[src/diag_pkg.sv]
// Shared constants for the fault-code logger and blink display
`default_nettype none
package diag_pkg;
    // Clock rate and the millisecond tick derived from it
    localparam int CLK_HZ       = 40_000_000;
    localparam int MS_PER_S     = 1000;
    localparam int TICK_CYC     = CLK_HZ / MS_PER_S;
    // Code set: 15 codes, index 0 is the start code
    localparam int CODE_NUM     = 15;
    localparam logic [3:0] START_IDX = 4'h0;
    // Two BCD digits per code, index 0 in the low byte
    localparam logic [119:0] CODE_TABLE = {
        8'h55, 8'h53, 8'h52, 8'h45, 8'h44, 8'h43, 8'h42, 8'h35,
        8'h25, 8'h19, 8'h18, 8'h17, 8'h14, 8'h13, 8'h12};
    // Fault memory depth
    localparam int MAX_CODES    = 6;
    localparam logic [2:0] MAX_CODES_3 = 3'h6;
    // Service timing, in milliseconds, and the erase pair count
    localparam int ERASE_WIN_MS = 12500;
    localparam int MIN_HOLD_MS  = 1000;
    localparam int ERASE_PAIRS  = 3;
    localparam int DEB_MS       = 20;
    localparam int LONG_MS      = 1200;
    localparam int SHORT_MS     = 400;
    localparam int GAP_MS       = 1600;
    // Reset values
    localparam logic [2:0] HELD_RST = 3'h0;
    localparam logic [13:0] MS_RST  = 14'h0000;
    typedef enum logic [1:0] {M_NORMAL, M_DIAG, M_ERASE, M_CLEARED} mode_t;
    typedef enum logic [1:0] {B_IDLE, B_ON, B_OFF} blink_t;
endpackage
`default_nettype wire

[src/code_blinker.sv]
// Flashes one two-digit code: long blinks for tens, short blinks for units
`default_nettype none
module code_blinker #(
    parameter int LONG_MS  = diag_pkg::LONG_MS,
    parameter int SHORT_MS = diag_pkg::SHORT_MS,
    parameter int GAP_MS   = diag_pkg::GAP_MS
) (
    input  wire logic       core_clk,
    input  wire logic       arst_n,
    input  wire logic       tick,
    input  wire logic       start,
    input  wire logic [7:0] code_bcd,
    output logic            lamp,
    output logic            busy
);
    diag_pkg::blink_t state_q, state_d;
    logic        digit_q, digit_d;
    logic [3:0]  left_q, left_d;
    logic [11:0] t_q, t_d;
    logic [3:0]  units_q, units_d;
    logic [11:0] dur;

    // Period of the current phase; gap only after a digit's last blink
    always_comb begin
        if (state_q == diag_pkg::B_ON) begin
            dur = digit_q ? 12'(SHORT_MS) : 12'(LONG_MS);
        end else if (left_q == 4'h0) begin
            dur = 12'(GAP_MS);
        end else begin
            dur = 12'(SHORT_MS);
        end
    end

    always_comb begin
        state_d = state_q;
        digit_d = digit_q;
        left_d  = left_q;
        t_d     = t_q;
        units_d = units_q;
        if (start && state_q == diag_pkg::B_IDLE) begin
            state_d = diag_pkg::B_ON;
            digit_d = 1'b0;
            left_d  = code_bcd[7:4];
            units_d = code_bcd[3:0];
            t_d     = 12'h000;
        end else if (tick && state_q != diag_pkg::B_IDLE) begin
            if (t_q + 12'h001 >= dur) begin
                t_d = 12'h000;
                unique case (state_q)
                    diag_pkg::B_ON: begin
                        state_d = diag_pkg::B_OFF;
                        left_d  = left_q - 4'h1;
                    end
                    diag_pkg::B_OFF: begin
                        if (left_q != 4'h0) begin
                            state_d = diag_pkg::B_ON;
                        end else if (!digit_q) begin
                            state_d = diag_pkg::B_ON;
                            digit_d = 1'b1;
                            left_d  = units_q;
                        end else begin
                            state_d = diag_pkg::B_IDLE;
                        end
                    end
                    diag_pkg::B_IDLE: begin
                        state_d = diag_pkg::B_IDLE;
                    end
                endcase
            end else begin
                t_d = t_q + 12'h001;
            end
        end
    end

    // State registers
    always_ff @(posedge core_clk or negedge arst_n) begin
        if (!arst_n) begin
            state_q <= diag_pkg::B_IDLE;
            digit_q <= 1'b0;
            left_q  <= 4'h0;
            t_q     <= 12'h000;
            units_q <= 4'h0;
        end else begin
            state_q <= state_d;
            digit_q <= digit_d;
            left_q  <= left_d;
            t_q     <= t_d;
            units_q <= units_d;
        end
    end

    assign lamp = (state_q == diag_pkg::B_ON);
    assign busy = (state_q != diag_pkg::B_IDLE);
endmodule
`default_nettype wire

[src/diag_logger.sv]
// Fault-code logger with blink-code self-diagnosis and timed erase
`default_nettype none
module diag_logger #(
    parameter int TICK_CYC = diag_pkg::TICK_CYC,
    parameter int LONG_MS  = diag_pkg::LONG_MS,
    parameter int SHORT_MS = diag_pkg::SHORT_MS,
    parameter int GAP_MS   = diag_pkg::GAP_MS,
    parameter int DEB_MS   = diag_pkg::DEB_MS
) (
    input  wire logic       core_clk,
    input  wire logic       arst_n,
    input  wire logic       ign_on,
    input  wire logic       diag_term_n,
    input  wire logic       vehicle_moving,
    input  wire logic       fault_valid,
    input  wire logic [3:0] fault_idx,
    output logic            lamp_on,
    output logic            diag_active,
    output logic            erase_active,
    output logic [2:0]      codes_held,
    output logic            mem_full
);
    localparam int TW = $clog2(TICK_CYC);

    ////////////////////////////////////////////////////////////////////////////////
    // Millisecond tick and terminal debounce

    logic [TW-1:0] div_q, div_d;
    logic          tick_q, tick_d;
    logic          gnd_q, gnd_d;
    logic [7:0]    deb_q, deb_d;
    logic          ign_q;

    always_comb begin
        tick_d = (div_q == TW'(TICK_CYC - 1));
        div_d  = tick_d ? '0 : div_q + TW'(1);
        gnd_d  = gnd_q;
        deb_d  = 8'h00;
        if (!diag_term_n != gnd_q) begin
            deb_d = deb_q + {7'h00, tick_q};
            if (deb_q >= 8'(DEB_MS)) begin
                gnd_d = !diag_term_n;
                deb_d = 8'h00;
            end
        end
    end

    // Debounce registers
    always_ff @(posedge core_clk or negedge arst_n) begin
        if (!arst_n) begin
            div_q  <= '0;
            tick_q <= 1'b0;
            gnd_q  <= 1'b0;
            deb_q  <= 8'h00;
            ign_q  <= 1'b0;
        end else begin
            div_q  <= div_d;
            tick_q <= tick_d;
            gnd_q  <= gnd_d;
            deb_q  <= deb_d;
            ign_q  <= ign_on;
        end
    end

    ////////////////////////////////////////////////////////////////////////////////
    // Fault memory; arst_n is the backup-supply power-on, not ignition

    logic [3:0] mem_q [diag_pkg::MAX_CODES];
    logic [3:0] mem_d [diag_pkg::MAX_CODES];
    logic [2:0] held_q, held_d;
    logic       erase_now;
    logic       rec_ok;

    assign rec_ok = fault_valid && fault_idx != diag_pkg::START_IDX
                    && fault_idx < 4'(diag_pkg::CODE_NUM);

    always_comb begin
        mem_d  = mem_q;
        held_d = held_q;
        if (erase_now) begin
            held_d = diag_pkg::HELD_RST;
        end else if (rec_ok && held_q < diag_pkg::MAX_CODES_3) begin
            mem_d[held_q] = fault_idx;
            held_d        = held_q + 3'h1;
        end
    end

    always_ff @(posedge core_clk) begin
        mem_q <= mem_d;
    end

    always_ff @(posedge core_clk or negedge arst_n) begin
        if (!arst_n) begin
            held_q <= diag_pkg::HELD_RST;
        end else begin
            held_q <= held_d;
        end
    end

    assign codes_held = held_q;
    assign mem_full   = (held_q == diag_pkg::MAX_CODES_3);

    ////////////////////////////////////////////////////////////////////////////////
    // Mode control: self-diagnosis, erase window, cleared

    diag_pkg::mode_t mode_q, mode_d;
    logic [13:0] ms_q, ms_d;
    logic [13:0] seg_q, seg_d;
    logic        rel_ok_q, rel_ok_d;
    logic        pair_ok_q, pair_ok_d;
    logic [1:0]  pairs_q, pairs_d;
    logic        win_done;

    assign win_done = (ms_q >= 14'(diag_pkg::ERASE_WIN_MS));

    always_comb begin
        mode_d    = mode_q;
        ms_d      = (tick_q && !win_done) ? ms_q + 14'h0001 : ms_q;
        seg_d     = (tick_q && seg_q != 14'h3FFF) ? seg_q + 14'h0001 : seg_q;
        rel_ok_d  = rel_ok_q;
        pair_ok_d = pair_ok_q;
        pairs_d   = pairs_q;
        erase_now = 1'b0;
        if (gnd_d != gnd_q) begin
            seg_d = diag_pkg::MS_RST;
        end
        unique case (mode_q)
            diag_pkg::M_NORMAL: begin
                // terminal already grounded at ignition on
                if (ign_on && !ign_q && gnd_q) begin
                    mode_d = diag_pkg::M_DIAG;
                    ms_d   = diag_pkg::MS_RST;
                end
            end
            diag_pkg::M_DIAG: begin
                if (vehicle_moving || (!gnd_q && win_done)) begin
                    mode_d = diag_pkg::M_NORMAL;
                end else if (!gnd_q) begin
                    mode_d    = diag_pkg::M_ERASE;
                    ms_d      = diag_pkg::MS_RST;
                    rel_ok_d  = 1'b0;
                    pair_ok_d = 1'b0;
                    pairs_d   = 2'h0;
                end
            end
            diag_pkg::M_ERASE: begin
                if (seg_q >= 14'(diag_pkg::MIN_HOLD_MS) && !gnd_q) begin
                    rel_ok_d = 1'b1;
                end
                if (gnd_d && !gnd_q) begin
                    pair_ok_d = rel_ok_q || seg_q >= 14'(diag_pkg::MIN_HOLD_MS);
                    rel_ok_d  = 1'b0;
                end
                if (!gnd_d && gnd_q) begin
                    if (pair_ok_q && seg_q >= 14'(diag_pkg::MIN_HOLD_MS)
                        && pairs_q != 2'(diag_pkg::ERASE_PAIRS)) begin
                        pairs_d = pairs_q + 2'h1;
                    end
                    pair_ok_d = 1'b0;
                end
                if (win_done) begin
                    mode_d = diag_pkg::M_NORMAL;
                end else if (pairs_q == 2'(diag_pkg::ERASE_PAIRS) && rel_ok_q) begin
                    erase_now = 1'b1;
                    mode_d    = diag_pkg::M_CLEARED;
                end
            end
            diag_pkg::M_CLEARED: begin
                mode_d = diag_pkg::M_CLEARED;
            end
        endcase
        if (!ign_on) begin
            mode_d = diag_pkg::M_NORMAL;
        end
    end

    // Mode registers
    always_ff @(posedge core_clk or negedge arst_n) begin
        if (!arst_n) begin
            mode_q    <= diag_pkg::M_NORMAL;
            ms_q      <= diag_pkg::MS_RST;
            seg_q     <= diag_pkg::MS_RST;
            rel_ok_q  <= 1'b0;
            pair_ok_q <= 1'b0;
            pairs_q   <= 2'h0;
        end else begin
            mode_q    <= mode_d;
            ms_q      <= ms_d;
            seg_q     <= seg_d;
            rel_ok_q  <= rel_ok_d;
            pair_ok_q <= pair_ok_d;
            pairs_q   <= pairs_d;
        end
    end

    ////////////////////////////////////////////////////////////////////////////////
    // Display sequencer and lamp

    logic [2:0] slot_q, slot_d;
    logic       go_q, go_d;
    logic [3:0] sel_idx;
    logic [7:0] sel_bcd;
    logic       bl_lamp, bl_busy;
    logic       lamp_q, lamp_d;

    // slot 0 start, then newest first
    always_comb begin
        sel_idx = diag_pkg::START_IDX;
        if (slot_q != 3'h0 && slot_q <= held_q) begin
            sel_idx = mem_q[held_q - slot_q];
        end
        sel_bcd = diag_pkg::CODE_TABLE[{sel_idx, 3'h0} +: 8];
    end

    // advance and wrap to start code
    always_comb begin
        slot_d = slot_q;
        go_d   = 1'b0;
        if (mode_q != diag_pkg::M_DIAG) begin
            slot_d = 3'h0;
        end else if (!bl_busy && !go_q) begin
            go_d = 1'b1;
        end else if (go_q) begin
            slot_d = (slot_q >= held_q) ? 3'h0 : slot_q + 3'h1;
        end
    end

    always_comb begin
        unique case (mode_q)
            diag_pkg::M_NORMAL:  lamp_d = ign_on && (held_q != 3'h0 || rec_ok);
            diag_pkg::M_DIAG:    lamp_d = bl_lamp;
            diag_pkg::M_ERASE:   lamp_d = 1'b1;
            diag_pkg::M_CLEARED: lamp_d = 1'b1;
        endcase
    end

    // Sequencer and lamp registers
    always_ff @(posedge core_clk or negedge arst_n) begin
        if (!arst_n) begin
            slot_q <= 3'h0;
            go_q   <= 1'b0;
            lamp_q <= 1'b0;
        end else begin
            slot_q <= slot_d;
            go_q   <= go_d;
            lamp_q <= lamp_d;
        end
    end

    code_blinker #(
        .LONG_MS  (LONG_MS),
        .SHORT_MS (SHORT_MS),
        .GAP_MS   (GAP_MS)
    ) u_blink (
        .core_clk (core_clk),
        .arst_n   (arst_n),
        .tick     (tick_q),
        .start    (go_q),
        .code_bcd (sel_bcd),
        .lamp     (bl_lamp),
        .busy     (bl_busy)
    );

    assign lamp_on      = lamp_q;
    assign diag_active  = (mode_q == diag_pkg::M_DIAG);
    assign erase_active = (mode_q == diag_pkg::M_ERASE);
endmodule
`default_nettype wire

[config.mk]
export PLATFORM = sky130hd
export DESIGN_NAME = diag_logger
export DESIGN_NICKNAME = d
export VERILOG_FILES = /design/src/diag_pkg.sv /design/src/code_blinker.sv /design/src/diag_logger.sv
export SDC_FILE = /design/constraint.sdc
export NUM_CORES = 1
export LEC_CHECK = 0
export BUFFER_PORTS_ARGS = -buffer_cell sky130_fd_sc_hd__buf_2
export CORE_MARGIN = 4
export CORE_UTILIZATION = 50
export DETAILED_ROUTE_END_ITERATION = 6
export PLACE_DENSITY = 0.63
export SLEW_MARGIN = 20
export SYNTH_ARGS = -nofsm -noshare
export SYNTH_HDL_FRONTEND = slang
export SYNTH_HIERARCHICAL = 1
export SYNTH_SLANG_ARGS = --single-unit
[constraint.sdc]
create_clock -name core_clk -period 9 [get_ports core_clk]
set_input_delay 0.9 -clock core_clk [delete_from_list [all_inputs] [get_ports core_clk]]
set_output_delay 0.9 -clock core_clk [all_outputs]
set_load 0.05 [all_outputs]
==> results.yml <==
clock_network:
  cts_setup_buffers: 0
  clk_pin_slew_ns: 0.06
  cts_htree_levels: 4
  cts_buffers: 17
  cts_resized: 0
  clk_latency_ns: 0.42
  ctsHoldBuffers: 0
  cts_buffer_depth: 2
  clock-sinks: 116
  tritoncts: "yes"
  cts_root_buf: "clkbuf_16"
die:
  rows: 42
  io-pin-count: 17
  core_area_um2: 13190
  floorplan.initialDensity: 0.5083
  die_h_um: 123.8
  die_width_um: 123.8
  die_area_um2: 15320
critical_path:
  worstRegToRegCells: 14
  cp-start-kind: "register"
  r2r-start: "codes_held[0]"
  required_ns: 9.34
  worstSetupEndpoint: "u_blink/left_q[0]"
  cp.arrival_ns: 3.96
  path_class: "reg -> reg"
  r2r_slack_ns: 5.38
  r2r_end: "u_blink/left_q[0]"
  critPathMaxFanout: 7
  end_kind: "register"
  startpoint: "codes_held[0]"
detailed_routing:
  drt_drc_violations_left: 0
  vias_per_cell: 5.704
  vias: 5014
  dr.pass1.iters: 4
  drtIter0Drc: 293
  antenna_left: 0
  wl_um: 13610
  routedWlPerCell_um: 15.49
layout:
  fin_nets: 737
  fin_util: 0.5695
  final_cell_count_no_fill: 879
  layout-drive-gt1-share: 0.1110
  num_antenna_cells: 0
  syn_to_final_growth_pct: 12.06
  fillers: 1142
sta:
  setup_viol: 0
  max_slew_margin: 0.3376
  worstMarginPinSlew_ns: 0.9845
  slew_violations: 0
  holdWs_ns: 0.3123
  min_period_over_period: 0.4023
  fmax_mhz: 276.2
  fin_tns_setup_ns: 0
  hold_viol_final: 0
  rsz0062_at_grt: "no"
  fin_skew_ns: 0.008208
  layout_min_cycle_time_ns: 3.621
yosys:
  synthCells: 672
  ys_seq_area_frac: 0.4509
  ys_ff_latch: 116
  async_flop_share: 0.7931
  synth_area_per_cell_um2: 9.976
  synth_area_leaders: "dfrtp_1 34%, edfxtp_1 11%, ha_1 6.5%, nand2_1 3.8%, nor2_1 2.9%"
  synth_top_area_share: 0.3434
  ys.flop_type: "dfrtp_1"
  synth_top_area_cell: "dfrtp_1"
  synth_edf_count: 24
  yosys_warnings: 6
  synth_cell_type_count: 79
  syn-cell-area_um2: 6704
placed_design:
  place_congestion: 0.7636
  hpwl_um: 9605
  io_buffers: 16
  dp_cells: 848
global_route:
  grt_pass1_vias: 4912
  grt_max_degree: 83
  antenna_found_initial: 0
  grt_usage: 0.1921
  grt_pass1_wl_um: 23190
  grt-ovfl-total: 0
power:
  p_per_area_nw_per_um2: 224.0
  power_mw: 1.683
  vdd_ir_drop_max_mv: 0.1392
  p_leak_nw: 3.114
min_path:
  min_path_type: "in -> async"
run:
  drv_cap: 0
run_status:
  status: "completed"
-- cells in the final DEF (no fill, tap or decap), types with 11 or more instances in the layout --
| cell type | instances |
|---|---|
| clkbuf_16 | 18 |
| o21ai_0 | 22 |
| nor4_1 | 12 |
| nor3_1 | 11 |
| nand2_1 | 67 |
| inv_1 | 40 |
| nand4_1 | 21 |
| mux2i_1 | 16 |
| o31ai_1 | 15 |
| dfrtp_1 | 92 |
| ha_1 | 35 |
| or4_1 | 12 |
| edfxtp_1 | 24 |
| xnor2_1 | 16 |
| xor2_1 | 17 |
| nand3_1 | 35 |
| buf_2 | 15 |
| a21oi_1 | 29 |
| nor2_1 | 51 |
-- registers in the layout, indices dropped and copies added (netlist names), 4 cells and up --
name / cells
mem_q: 24
div_q: 16
ms_q: 14
seg_q: 14
u_blink/t_q: 12
deb_q: 8
u_blink/left_q: 4
u_blink/units_q: 4
-- worst min path at each step --
stage	start	end	slack, ns	cells after the start
6_report	arst_n	u_blink/units_q[3]	0.31	1
3_3_place_gp	u_blink/units_q[0]	u_blink/units_q[0]	0.47	2
4_1_cts	arst_n	u_blink/left_q[3]	0.30	1
5_1_grt	arst_n	u_blink/units_q[3]	0.30	1
2_1_floorplan	u_blink/units_q[3]	u_blink/units_q[3]	0.45	2
3_5_place_dp	u_blink/units_q[0]	u_blink/units_q[0]	0.47	2
-- kinds of logic after synthesis --
logic type | count (synthesis) | synth area share
xor+xnor | 35 | 0.04796
mux | 27 | 0.04908
fa+ha+maj | 36 | 0.06831
buf+inv | 62 | 0.04050
simple gates | 274 | 0.2186
compound gates | 121 | 0.1241
flops | 116 | 0.4509
other cells | 1 | 0.0005594
-- synthesized netlist by cell type, drive strengths merged (3+ instances only) --
| cell | n |
|---|---|
| nand4 | 22 |
| or3 | 11 |
| nand3b | 5 |
| o211ai | 6 |
| a31oi | 4 |
| o21a | 4 |
| buf | 10 |
| nor2 | 51 |
| inv | 40 |
| mux2i | 16 |
| nand3 | 37 |
| and2 | 5 |
| o31ai | 15 |
| nor3 | 12 |
| clkbuf | 11 |
| nand2 | 67 |
| xor2 | 17 |
| o21ai | 31 |
| dfrtp | 92 |
| mux2 | 7 |
| or4 | 12 |
| xnor2 | 18 |
| ha | 35 |
| a22oi | 3 |
| nand2b | 10 |
| a41oi | 3 |
| mux4 | 4 |
| and3 | 6 |
| or2 | 3 |
| a21boi | 3 |
| nor3b | 5 |
| edfxtp | 24 |
| nor2b | 6 |
| nor4 | 14 |
| a21oi | 30 |
| o22ai | 3 |
| a211oi | 5 |
-- routing by layer --
metal	global-route usage	wire (µm)	vias to the layer above
met1	0.2551	6497	2425
met3	0.05495	479	15
met5	0	0	-
met4	0.06298	180	0
li1	-	-	2486
met2	0.3038	6456	88
-- per-stage QoR --
step	cell area (µm²)	setup WS [ns]
6_report	7512	5.379
5_1_grt	7512	5.080
4_1_cts	7508	5.431
3_5_place_dp	6915	5.453
3_3_place_gp	6915	5.611
2_1_floorplan	6715	5.448
-- worst max-delay path: stages, from the launching register on --
cell and delay, ns:
dfrtp_1 0.47, inv_1 0.16, ha_1 0.27, fa_1 0.45, xnor2_2 0.33, mux4_2 0.34, a21oi_1 0.27, nor2_1 0.16
ha_1 0.26, nand3b_1 0.17, a21oi_1 0.23, nand2_1 0.06, o21ai_0 0.15, a22oi_1 0.09, mux2i_1 0.13
-- power breakdown --
group	internal (mW)	total (mW)	switching, mW
Sequential	0.581	0.632	0.0511
Clock	0.430	0.676	0.246
Combinational	0.137	0.374	0.236
-- cell type report --
cell class                 instances  area, µm²  share of cell area
timing repair buffer              18      101.3             0.01349
multi-input combinational        497       3421              0.4554
clock inverter                    11      125.1             0.01666
tap                              176      220.2             0.02931
sequential                       116       3023              0.4024
inverter                          41      153.9             0.02049
clock buffer                      20      467.9             0.06229
Note: power is estimated with default switching activity, not from simulation.
